[src/flp_defs.svh]
// Offsets, field positions, reset values and timing counts of the fault propagation block
`ifndef FLP_DEFS_SVH
`define FLP_DEFS_SVH

// Register indices; byte address is four times the index
`define FLP_IDX_PROP_EN 8'h02
`define FLP_IDX_CTRL 8'h10
`define FLP_IDX_STATUS 8'h11

// Propagation enable fields
`define FLP_PROP_W 6
`define FLP_PROP_RST 6'h3F
`define FLP_PROP_FIRST 1

// Control fields
`define FLP_CTRL_W 8
`define FLP_CTRL_RST 8'h00
`define FLP_CTRL_OT_CRIT 0
`define FLP_CTRL_UV_CRIT 1
`define FLP_CTRL_OV_EMERG 2
`define FLP_CTRL_LATCH_LO 3
`define FLP_CTRL_CLEAR 8

// Fault vector positions
`define FLP_F_OV 0
`define FLP_F_UV 1
`define FLP_F_OC 2
`define FLP_F_OT 3
`define FLP_F_TR 4
`define FLP_NFAULT 5

// Turn-off codes; lower is more severe, so a wired-AND line keeps the worst
`define FLP_OFF_EMERG 2'h0
`define FLP_OFF_CRIT 2'h1
`define FLP_OFF_SEQ 2'h3

// Timing
`define FLP_CLK_HZ 40000000
`define FLP_HICCUP_MS 130
`define FLP_HICCUP_CYC ((64'd`FLP_HICCUP_MS * 64'd`FLP_CLK_HZ) / 64'd1000)
`define FLP_CODE_SLOT 16

`endif

[src/flp_pkg.sv]
// Types shared by the fault propagation block
package flp_pkg;
   typedef enum logic [2:0] {
      FLP_RUN,
      FLP_TX_CODE,
      FLP_RX_CODE,
      FLP_OFF_OWN,
      FLP_OFF_PEER,
      FLP_LATCHED
   } flp_state_e;
   typedef logic [1:0] flp_off_t;
endpackage

[src/flp_hiccup_timer.sv]
// One-shot restart interval timer
module flp_hiccup_timer
   import flp_pkg::*;
#(
   parameter int CNT_W = 32,
   parameter logic [CNT_W-1:0] CYCLES = 32'd5200000
) (
   input wire logic ref_clk,
   input wire logic nrst,
   input wire logic start,
   output logic done,
   output logic busy
);
   logic [CNT_W-1:0] cnt_ff;
   logic [CNT_W-1:0] nxt_cnt;
   logic busy_ff;
   logic nxt_busy;
   logic done_ff;
   wire last = busy_ff && (cnt_ff == CYCLES - 1'b1);

   // Restart on start even when running, so the period begins at the fault
   assign nxt_cnt = start ? '0 : (busy_ff ? cnt_ff + 1'b1 : cnt_ff);
   assign nxt_busy = start | (busy_ff & ~last);

   always_ff @(posedge ref_clk or negedge nrst) begin
      if (!nrst) begin
         cnt_ff <= '0;
         busy_ff <= 1'b0;
         done_ff <= 1'b0;
      end else begin
         cnt_ff <= nxt_cnt;
         busy_ff <= nxt_busy;
         done_ff <= last & ~start;
      end
   end

   assign done = done_ff;
   assign busy = busy_ff;
endmodule

[src/flp_top.sv]
// Fault propagation logic of a load converter on a shared open-drain fault line
//
// The implementer's own choice: the AHB-Lite interface to the registers.
`include "flp_defs.svh"

// Notes on behaviour
// - Enabled fault type: faulting converter pulls the shared fault line low.
// - Seeing the line fall, a converter turns off with the sender's type.
// - Turn-off type is coded at the falling edge and decoded there.
// - Propagation disabled: converter turns off, line stays released high.
// - A group shares one wired fault line into one manager input.
// - Converters reached through linked groups switch off with the same type.
// - Propagation enable register at index 0x02, enables in bits 5..1.
// - Enable bits are read/write, 1 enables, reset to 1.
// - Under-voltage gives a sequenced turn-off using delay and slew settings; here it is critical when FLP_CTRL_UV_CRIT is set.
// - Non-latching fault: restart attempt every 130 ms until fault clears.
// - Hiccup period is 130 ms whatever turn-off delay is set.
// - Propagated under-voltage makes peers do a sequenced turn-off; here it is critical when FLP_CTRL_UV_CRIT is set.
// - Matching peers cycle off and on together at the hiccup period.
// - Three turn-off types: sequenced, critical, emergency low-side on.
module flp_top
   import flp_pkg::*;
#(
   parameter logic [31:0] HICCUP_CYCLES = 32'(`FLP_HICCUP_CYC),
   parameter int SLOT_CYC = `FLP_CODE_SLOT
) (
   input wire logic ref_clk,
   input wire logic nrst,
   input wire logic hsel,
   input wire logic [31:0] haddr,
   input wire logic [1:0] htrans,
   input wire logic hwrite,
   input wire logic [2:0] hsize,
   input wire logic [31:0] hwdata,
   input wire logic hready,
   output logic hreadyout,
   output logic hresp,
   output logic [31:0] hrdata,
   input wire logic [`FLP_NFAULT-1:0] fault_active,
   input wire logic fault_line_in,
   output logic fault_line_out,
   output logic fault_line_oe,
   output logic conv_run,
   output logic seq_off,
   output logic hs_off,
   output logic ls_on
);
   localparam logic [7:0] SLOT = 8'(SLOT_CYC);
   // Line fall seen to converter off: full decode plus the state and output flops
   localparam int PEER_LO = 3 * SLOT_CYC + 1;
   localparam int PEER_HI = 3 * SLOT_CYC + 3;

   // Worst turn-off type among a set of active faults
   function automatic flp_off_t worst_type(input logic [`FLP_NFAULT-1:0] f,
                                           input logic [`FLP_CTRL_W-1:0] c);
      flp_off_t t;
      t = `FLP_OFF_SEQ;
      if (f[`FLP_F_OT] && c[`FLP_CTRL_OT_CRIT]) t = `FLP_OFF_CRIT;
      if (f[`FLP_F_UV] && c[`FLP_CTRL_UV_CRIT]) t = `FLP_OFF_CRIT;
      if (f[`FLP_F_TR] || f[`FLP_F_OC]) t = `FLP_OFF_CRIT;
      if (f[`FLP_F_OV]) t = c[`FLP_CTRL_OV_EMERG] ? `FLP_OFF_EMERG : `FLP_OFF_CRIT;
      return t;
   endfunction

   // Registers
   logic [`FLP_PROP_W-1:0] prop_en_ff;
   logic [`FLP_CTRL_W-1:0] ctrl_ff;
   logic [7:0] idx_ff;
   logic wr_ff;
   logic rd_ff;
   logic [31:0] hrdata_ff;

   // Line and state
   logic ok_s1_ff;
   logic ok_s2_ff;
   logic ok_d_ff;
   flp_state_e state_ff;
   flp_state_e nxt_state;
   logic [7:0] cnt_ff;
   flp_off_t type_ff;
   flp_off_t nxt_type;
   logic prop_ff;
   logic lat_ff;
   logic rx_b1_ff;
   logic rx_b0_ff;
   logic oe_ff;
   logic run_ff;
   logic seq_ff;
   logic hs_ff;
   logic ls_ff;
   logic tmr_done;
   logic tmr_busy;

   // Bus decode
   wire addr_ok = (haddr[31:10] == 22'h0) && (haddr[1:0] == 2'h0);
   wire take = hsel && hready && htrans[1];
   wire [7:0] idx = haddr[9:2];
   wire wr_prop = wr_ff && (idx_ff == `FLP_IDX_PROP_EN);
   wire wr_ctrl = wr_ff && (idx_ff == `FLP_IDX_CTRL);
   wire clear_latch = wr_ctrl && hwdata[`FLP_CTRL_CLEAR];

   // Fault decisions
   wire [`FLP_NFAULT-1:0] prop_mask = prop_en_ff[`FLP_NFAULT:`FLP_PROP_FIRST];
   wire [`FLP_NFAULT-1:0] latch_mask = ctrl_ff[`FLP_CTRL_LATCH_LO +: `FLP_NFAULT];
   wire any_fault = |fault_active;
   wire fault_prop = |(fault_active & prop_mask);
   wire fault_lat = |(fault_active & latch_mask);
   wire ok_fell = ok_d_ff && !ok_s2_ff;
   // Slot of the count that the registered line drive will stand beside
   wire [7:0] nxt_cnt = (nxt_state != state_ff) ? 8'h00 : cnt_ff + 8'h01;
   wire [1:0] slot_no = (nxt_cnt < SLOT) ? 2'd0 : ((nxt_cnt < 2 * SLOT) ? 2'd1 : 2'd2);
   wire tx_end = (cnt_ff == 3 * SLOT - 1);
   wire rx_s1 = (cnt_ff == SLOT + SLOT / 2);
   wire rx_s2 = (cnt_ff == 2 * SLOT + SLOT / 2);
   wire rx_end = (cnt_ff == 3 * SLOT);
   wire [1:0] rx_code = {rx_b1_ff, rx_b0_ff};
   wire start_tmr = (state_ff == FLP_RUN) && any_fault;

   // Transmit pattern: start slot low, then code high bit, then low bit
   logic tx_drive;
   always_comb begin
      case (slot_no)
         2'd0: tx_drive = 1'b1;
         2'd1: tx_drive = ~type_ff[1];
         default: tx_drive = ~type_ff[0];
      endcase
   end

   // Next state; own fault takes priority over a line edge in the same cycle
   always_comb begin
      nxt_state = state_ff;
      nxt_type = type_ff;
      case (state_ff)
         FLP_RUN: begin
            if (any_fault) begin
               nxt_type = worst_type(fault_active, ctrl_ff);
               nxt_state = fault_prop ? FLP_TX_CODE : FLP_OFF_OWN;
            end else if (ok_fell) begin
               nxt_state = FLP_RX_CODE;
            end
         end
         FLP_TX_CODE: begin
            if (tx_end) nxt_state = FLP_OFF_OWN;
         end
         FLP_RX_CODE: begin
            if (rx_end) begin
               // Unused code read as critical: the safer of the two neighbours
               nxt_type = (rx_code == 2'h2) ? `FLP_OFF_CRIT : rx_code;
               nxt_state = FLP_OFF_PEER;
            end
         end
         FLP_OFF_OWN: begin
            if (tmr_done) nxt_state = lat_ff ? FLP_LATCHED : FLP_RUN;
         end
         FLP_OFF_PEER: begin
            if (ok_s2_ff) nxt_state = FLP_RUN;
         end
         FLP_LATCHED: begin
            if (clear_latch) nxt_state = FLP_RUN;
         end
         default: nxt_state = FLP_RUN;
      endcase
   end

   // Keep running while the code is decoded, so no stale style is applied
   wire nxt_run = (nxt_state == FLP_RUN) || (nxt_state == FLP_RX_CODE);
   wire nxt_oe = (nxt_state == FLP_TX_CODE) ? tx_drive :
                 ((nxt_state == FLP_OFF_OWN) || (nxt_state == FLP_LATCHED)) &&
                 (state_ff == FLP_RUN ? fault_prop : prop_ff);

   flp_hiccup_timer #(
      .CNT_W(32),
      .CYCLES(HICCUP_CYCLES)
   ) u_hiccup (
      .ref_clk(ref_clk),
      .nrst(nrst),
      .start(start_tmr),
      .done(tmr_done),
      .busy(tmr_busy)
   );

   always_ff @(posedge ref_clk or negedge nrst) begin
      if (!nrst) begin
         ok_s1_ff <= 1'b1;
         ok_s2_ff <= 1'b1;
         ok_d_ff <= 1'b1;
      end else begin
         ok_s1_ff <= fault_line_in;
         ok_s2_ff <= ok_s1_ff;
         ok_d_ff <= ok_s2_ff;
      end
   end

   always_ff @(posedge ref_clk or negedge nrst) begin
      if (!nrst) begin
         state_ff <= FLP_RUN;
         type_ff <= `FLP_OFF_SEQ;
         cnt_ff <= 8'h00;
         prop_ff <= 1'b0;
         lat_ff <= 1'b0;
         rx_b1_ff <= 1'b1;
         rx_b0_ff <= 1'b1;
      end else begin
         state_ff <= nxt_state;
         type_ff <= nxt_type;
         cnt_ff <= nxt_cnt;
         if (start_tmr) prop_ff <= fault_prop;
         if (start_tmr) lat_ff <= fault_lat;
         if (state_ff == FLP_RX_CODE && rx_s1) rx_b1_ff <= ok_s2_ff;
         if (state_ff == FLP_RX_CODE && rx_s2) rx_b0_ff <= ok_s2_ff;
      end
   end

   // Switch commands follow the turn-off type while off
   always_ff @(posedge ref_clk or negedge nrst) begin
      if (!nrst) begin
         oe_ff <= 1'b0;
         run_ff <= 1'b1;
         seq_ff <= 1'b0;
         hs_ff <= 1'b0;
         ls_ff <= 1'b0;
      end else begin
         oe_ff <= nxt_oe;
         run_ff <= nxt_run;
         seq_ff <= !nxt_run && (nxt_type == `FLP_OFF_SEQ);
         hs_ff <= !nxt_run && (nxt_type != `FLP_OFF_SEQ);
         ls_ff <= !nxt_run && (nxt_type == `FLP_OFF_EMERG);
      end
   end

   // AHB-Lite slave: zero wait states, always OKAY
   wire [31:0] rd_val = (idx == `FLP_IDX_PROP_EN) ? {26'h0, prop_en_ff} :
                        (idx == `FLP_IDX_CTRL) ? {24'h0, ctrl_ff} :
                        (idx == `FLP_IDX_STATUS) ?
                        {22'h0, fault_active, tmr_busy, type_ff, oe_ff, ok_s2_ff} :
                        32'h0;

   always_ff @(posedge ref_clk or negedge nrst) begin
      if (!nrst) begin
         idx_ff <= 8'h00;
         wr_ff <= 1'b0;
         rd_ff <= 1'b0;
         hrdata_ff <= 32'h0;
         prop_en_ff <= `FLP_PROP_RST;
         ctrl_ff <= `FLP_CTRL_RST;
      end else begin
         wr_ff <= take && hwrite && addr_ok;
         rd_ff <= take && !hwrite;
         if (take) idx_ff <= idx;
         if (take && !hwrite) hrdata_ff <= addr_ok ? rd_val : 32'h0;
         if (wr_prop) prop_en_ff <= hwdata[`FLP_PROP_W-1:0];
         if (wr_ctrl) ctrl_ff <= hwdata[`FLP_CTRL_W-1:0];
      end
   end

   assign hreadyout = 1'b1;
   assign hresp = 1'b0;
   assign hrdata = hrdata_ff;
   assign fault_line_out = 1'b0;
   assign fault_line_oe = oe_ff;
   assign conv_run = run_ff;
   assign seq_off = seq_ff;
   assign hs_off = hs_ff;
   assign ls_on = ls_ff;

   // Checks
   prop_drive_a: assert property (@(posedge ref_clk) disable iff (!nrst)
      (state_ff == FLP_RUN && any_fault && fault_prop) |=> fault_line_oe ##1
      (state_ff == FLP_TX_CODE))
      else $error("propagated fault did not pull the line");
   noprop_release_a: assert property (@(posedge ref_clk) disable iff (!nrst)
      (state_ff == FLP_RUN && any_fault && !fault_prop) |=>
      (!fault_line_oe && !conv_run) [*2])
      else $error("unpropagated fault touched the line");
   peer_off_a: assert property (@(posedge ref_clk) disable iff (!nrst)
      (state_ff == FLP_RUN && !any_fault && ok_fell) |-> ##[PEER_LO:PEER_HI] !conv_run)
      else $error("line fall did not turn converter off");
   code_bit_a: assert property (@(posedge ref_clk) disable iff (!nrst)
      (state_ff == FLP_TX_CODE && cnt_ff == SLOT) |-> fault_line_oe == ~type_ff[1])
      else $error("code bit on line is wrong");
   rx_type_a: assert property (@(posedge ref_clk) disable iff (!nrst)
      (state_ff == FLP_RX_CODE && rx_end && rx_code != 2'h2) |=> type_ff == $past(rx_code))
      else $error("decoded type not applied");
   hiccup_a: assert property (@(posedge ref_clk) disable iff (!nrst)
      (state_ff == FLP_OFF_OWN && tmr_done && !lat_ff) |=> ##1 conv_run)
      else $error("no restart after hiccup");
   uv_seq_a: assert property (@(posedge ref_clk) disable iff (!nrst)
      (state_ff == FLP_RUN && fault_active == 5'h02 && !ctrl_ff[`FLP_CTRL_UV_CRIT])
      |=> ##1 seq_off && !hs_off)
      else $error("undervoltage not sequenced");
   emerg_a: assert property (@(posedge ref_clk) disable iff (!nrst)
      ls_on |-> hs_off && !conv_run && !seq_off)
      else $error("low side on without high side off");
   upper_zero_a: assert property (@(posedge ref_clk) disable iff (!nrst)
      (rd_ff && idx_ff == `FLP_IDX_PROP_EN) |-> hrdata[7:6] == 2'h0)
      else $error("unused enable bits read nonzero");
   en_write_a: assert property (@(posedge ref_clk) disable iff (!nrst)
      wr_prop |=> prop_en_ff == $past(hwdata[5:0]))
      else $error("enable write lost");

   cov_prop: cover property (@(posedge ref_clk) disable iff (!nrst)
      state_ff == FLP_TX_CODE ##[1:100] state_ff == FLP_OFF_OWN);
   cov_peer: cover property (@(posedge ref_clk) disable iff (!nrst)
      state_ff == FLP_RX_CODE ##[1:100] state_ff == FLP_OFF_PEER);
   cov_latch: cover property (@(posedge ref_clk) disable iff (!nrst)
      state_ff == FLP_LATCHED ##1 state_ff == FLP_RUN);
endmodule

[config.mk]
export PLATFORM = sky130hd
export DESIGN_NAME = flp_top
export DESIGN_NICKNAME = d
export VERILOG_FILES = /design/src/flp_pkg.sv /design/src/flp_hiccup_timer.sv /design/src/flp_top.sv
export VERILOG_INCLUDE_DIRS = /design/src
export SDC_FILE = /design/constraint.sdc
export NUM_CORES = 1
export LEC_CHECK = 0
export BUFFER_PORTS_ARGS = -buffer_cell sky130_fd_sc_hd__clkbuf_2
export CORE_MARGIN = 2
export CORE_UTILIZATION = 58
export DETAILED_ROUTE_END_ITERATION = 8
export PLACE_DENSITY = 0.83
export SLEW_MARGIN = 20
export SYNTH_ARGS = -nofsm -noshare
export SYNTH_HDL_FRONTEND = slang
export SYNTH_SLANG_ARGS = --single-unit
[constraint.sdc]
create_clock -name ref_clk -period 6.05 [get_ports ref_clk]
set_clock_uncertainty 0.05 [all_clocks]
set_input_delay 0.605 -clock ref_clk [delete_from_list [all_inputs] [get_ports ref_clk]]
set_output_delay 0.605 -clock ref_clk [all_outputs]
set_load 0.01 [all_outputs]
Word-level counts from Yosys, hierarchy flattened
Cells that the tools add are included.

storage, ports and cells
  bits of input ports = 80
  bits in registers = 114
  output and inout bits = 40
  word-level logic and storage cells = 127

cells by class
  add/subtract/negate cells = 2
  bitwise gates (word level) = 9
  eq/ne operators = 24
  muxes and demuxes = 31
  reduce and logical (&&, ||, !) cells = 36
  order comparisons = 2

operators with widths
  cell                                                                      count
  32-bit 2-to-1 mux                                                         2
  10-bit 2-to-1 mux                                                         4
  32-bit by 1-bit adder with 32-bit output (second input constant)          1
  32-bit by 23-bit equality test with 1-bit output (second input constant)  1
  8-bit by 5-bit equality test with 1-bit output (second input constant)    4
  8-bit by 6-bit equality test with 1-bit output (second input constant)    3
  3-bit 2-to-1 mux                                                          8
  22-bit logical NOT                                                        1
  1-bit logical AND                                                         20
  2-bit 2-to-1 mux                                                          10
  3-bit one-hot mux with 6 select lines                                     1
  8-bit by 2-bit equality test with 1-bit output (second input constant)    2
  5-bit OR reduction                                                        3
  3-bit by 2-bit equality test with 1-bit output (second input constant)    4
  5-bit AND                                                                 2
  3-bit equality test (second input constant)                               3
  8-bit by 1-bit adder with 8-bit output (second input constant)            1
  8-bit by 5-bit < comparator with 1-bit output (second input constant)     1
  8-bit by 6-bit < comparator with 1-bit output (second input constant)     1
  8-bit 2-to-1 mux                                                          1
  3-bit by 1-bit equality test with 1-bit output (second input constant)    2
  2-bit logical NOT                                                         3
  3-bit logical NOT                                                         2
  2-bit equality test (second input constant)                               2
  other kinds (12)                                                          22

Logic depth before layout (Yosys ltp)
  word-level depth = 13
  mapped depth = 7
  depth with buffers taken out = 7

Hierarchy
A second synthesis with hierarchy kept.

unflattened totals
  cell total of the unflattened synthesis = 501
  area, all modules = 5,029.8 um^2

modules (own cells, without submodules)
  module            instances  seq. area each (um^2)  area each (um^2)  cells an instance
  flp_top           1          1,468.9                3,121.7           300
  flp_hiccup_timer  1          850.8                  1,908.1           201

Worst setup path before layout
Ideal clock, no wire load.

  kind = input -> register
  start = input haddr[5]
  end = register hrdata_ff[6], in the netlist hrdata[6]
  setup time = 0.090 ns
  path slack = 3.495 ns
  stages on the path = 6
  buffers on the path = 1
  arrival = 2.414 ns
  data required time = 5.910 ns
  cell sequence = or4_1 -> nor3_1 -> and3b_1 -> clkbuf_1 -> or4b_2 -> o221ai_1

between the ends
  longest elaborated chain between the ends = 5
  elaborated cells between the ends (all ways) = 7
  classes of those cells = 3 x eq/ne; 4 x mux

RTL lines
  what                                                      RTL line        RTL
  start, declared                                           flp_top.sv:30   input wire logic [31:0] haddr,
  8-bit by 5-bit equality test with 1-bit output (no line)  --
  10-bit 2-to-1 mux                                         flp_top.sv:234  (idx == `FLP_IDX_STATUS) ?
  10-bit 2-to-1 mux                                         flp_top.sv:233  (idx == `FLP_IDX_CTRL) ? {24'h0, ctrl_ff} :
  10-bit 2-to-1 mux *                                       flp_top.sv:232  wire [31:0] rd_val = (idx == `FLP_IDX_PROP_EN) ? {26'h0, prop_en_ff} :
  10-bit 2-to-1 mux *                                       flp_top.sv:250  if (take && !hwrite) hrdata_ff <= addr_ok ? rd_val : 32'h0;
  end signal, assigned                                      flp_top.sv:250
  end, declared                                             flp_top.sv:71   logic [31:0] hrdata_ff;

Mark *: on every way between the ends. The rest lies on a longest branch, timed or not.
A chain may end at the register's enable or synchronous reset.

Final worst setup path
  start = input haddr[5]
  end = register hrdata_ff[7], in the netlist hrdata[7]

The elaborated chain is that of the path after synthesis.

==> impl_metrics.json <==
{
  "overflow": 0,
  "grt_usage_pct": 24.8,
  "worstSkewPairLatency_ns": 0.37,
  "yosysSeqAreaShare_pct": 48.4,
  "route.detailed.drc": 0,
  "final_cells": 647,
  "fmax_ghz": 0.378,
  "irDropWorstVdd_mv": 0.112,
  "diodes": 0,
  "ys_seq_elements": 92,
  "ys_top_cells_by_area": "dfrtp_1 41%, dfstp_2 7.7%, mux2_2 5.6%",
  "yosysWarnings": 0,
  "syn_inst": 474,
  "routedWlPerCell_um": 16.1,
  "max_cap_violations": 0,
  "endpoint_kind": "flop",
  "area_delta_synth_final_pct": 10.9,
  "min_period_ns": 2.65,
  "gp_congestion": 0.880,
  "synth_top_area_share_pct": 40.7,
  "rrSetupSlack_ns": 3.41,
  "antenna_left": 0,
  "antenna_found_initial": 0,
  "p_comb_share_pct": 13.8,
  "yosysTopAreaCell": "dfrtp_1",
  "dp_cells": 631,
  "rsz0062_at_grt": "false",
  "fp.dieW_um": 94.9,
  "power.density_nw_per_um2": 245,
  "finalMaxSlewViolations": 0,
  "worstMarginPinSlew_ns": 0.923,
  "pwr-share-clk_pct": 32.0,
  "first_pass_iters": 5,
  "rr_worst_depth": 7,
  "hpwl_um": 7440,
  "drive_above_1_share_pct": 25.1,
  "synth_edf_count": 0,
  "criticalPathCategory": "in -> reg",
  "path_cells": "clkbuf_2, or4_1, nor3_1, or4b_2, o221ai_1",
  "nFillCells": 653,
  "root_buffer": "clkbuf_8",
  "drt_iter0_drc": 219,
  "grt_max_degree": 93,
  "start_kind": "input port",
  "grt_pass1_vias": 3659,
  "internal_power_mw": 0.946,
  "cts_buffers": 9,
  "swShare_pct": 27.5,
  "cts_hold_buffers": 0,
  "post-cts-setup-buffer-count": 0,
  "synthArstFlopShare_pct": 100,
  "rows": 33,
  "hold_class": "in -> async",
  "clk_pin_slew_ns": 0.09,
  "die-area_um2": 9010,
  "synth_cell_types": 58,
  "arrival_ns": 2.89,
  "core-area_um2": 8130,
  "vias": 3805,
  "min_period_over_period_pct": 43.7,
  "cp_slowest_stage_delay_ns": 0.77,
  "crit_cells": 5,
  "cts_resized": 0,
  "postSynthAreaPerCell_um2": 10.1,
  "p_leak_nw": 2.35,
  "fin_hold_ws_ns": 0.242,
  "cp_slowest_cell": "nor3_1",
  "wl_um": 10400,
  "grt_pass1_wl_um": 17200,
  "power.net_switching_mw": 0.358,
  "clock-sinks": 92,
  "cts_tree": "yes",
  "die_y_um": 94.9,
  "cp_max_fo": 8,
  "start_util_pct": 58.9,
  "nets": 620,
  "synth_ff_type": "dfrtp_1",
  "finalSetupViolCount": 0,
  "status": "finished clean",
  "via_per_inst": 5.88,
  "crit_buf_inv": 1,
  "r2r-start": "cnt_ff[0]",
  "hold_viol_final": 0,
  "finalSetupTns_ns": 0,
  "max_slew_margin_pct": 38.0,
  "critPathRequiredTime_ns": 6.29,
  "synthesis.area_um2": 4790,
  "cp-startpoint": "haddr[5]",
  "p_total_mw": 1.30,
  "cts.path.max_buffers": 2,
  "htree_levels": 3,
  "ios": 120,
  "portBuffers": 67,
  "crit_family": "simple AND/OR/NAND/NOR gates",
  "pwr-share-seq_pct": 54.2
}
==> metal layers <==
metal	GRT usage, %	up-vias	share of wire, %
met5	0	-	0
met4	11.2	0	1.6
met3	5.11	17	5.8
met2	39.8	149	50
met1	32.3	1835	43
li1	-	1804	-
==> area by class of cell <==
type	instances	area, um^2	area share, %
Sequential cell	92	2320	43.6
Multi-Input combinational cell	350	2260	42.6
Inverter	16	60.1	1.13
Clock buffer	12	145	2.73
Clock inverter	4	48.8	0.917
Timing Repair Buffer	68	349	6.56
Tap cell	105	131	2.47
==> final timing paths <==
| path | to |
|---|---|
| worst max-delay path | hrdata[7] |
| worst min-delay path | hrdata[6] |
| worst max register to register | fault_line_oe |
| worst min register to register | ok_s2_ff |
| max in group asynchronous | ls_on |
| min in group ref_clk | ok_s1_ff |
==> cell usage after synthesis (3+ instances only) <==
library cell,n
or2_2,5
and3_1,5
nand4_1,16
and4_1,5
nor2b_1,4
a22o_1,4
nand3b_1,4
nand2b_1,3
dfrtp_1,78
buf_4,25
or4_1,5
nor2_1,43
a21oi_1,11
dfstp_2,14
mux2i_1,3
nor3_1,16
xnor2_1,12
nand3_1,15
or3_1,9
o21ai_0,17
nor4_1,12
nor4b_1,7
xor2_1,17
inv_1,16
ha_1,3
nand2_1,34
clkbuf_1,13
and2_1,5
a222oi_1,8
a22oi_1,3
o31ai_1,4
mux2_2,24
==> state kept, by name, indices dropped and copies added, names as in the netlist, 2 cells and up <==
| name | cells |
|---|---|
| u_hiccup.cnt_ff | 32 |
| hrdata | 10 |
| cnt_ff | 8 |
| ctrl_ff | 8 |
| idx_ff | 8 |
| prop_en_ff | 6 |
| state_ff | 3 |
| type_ff | 2 |
==> kinds of logic after synthesis <==
family	after synthesis	share of synthesized area, %
adders and majority gates	3	0.783
muxes	27	6.26
xor gates and xnor gates	29	5.30
and+or+nand+nor	199	22.8
buffers and inverters	55	6.26
DFF	92	48.4
AOI/OAI and AO/OA	67	10.0
other	2	0.157
==> power by group through the flow <==
stage               Clock [mW]  Combinational [mW]  Sequential, mW
floorplan                    0               0.150           0.695
global placement             0               0.173           0.713
detailed placement           0               0.180           0.717
CTS                      0.427               0.181           0.706
global route             0.449               0.206           0.713
finish                   0.417               0.180           0.707
==> layout by cell type, fill, tap and decap left out, types with 8 or more instances in the layout <==
cell	count
conb_1	25
xor2_1	17
o21ai_0	17
a21oi_1	11
nand4_1	16
xnor2_1	12
clkbuf_8	10
nor2_1	43
dfrtp_1	78
nor4_1	12
a222oi_1	8
dfstp_2	14
inv_1	16
nand2_1	34
or3_1	9
nand3_1	15
clkbuf_2	66
mux2_2	24
nor3_1	16
==> stage by stage <==
stage	setup slack [ns]	instance area, um^2	util, %
6_report	3.40	5320	65.4
5_1_grt	3.26	5320	65.4
4_1_cts	3.41	5320	65.3
3_5_place_dp	3.05	5120	63.0
3_3_place_gp	3.07	5120	63.0
2_1_floorplan	3.50	4880	-
No activity file was read; power rests on OpenSTA's default activity.
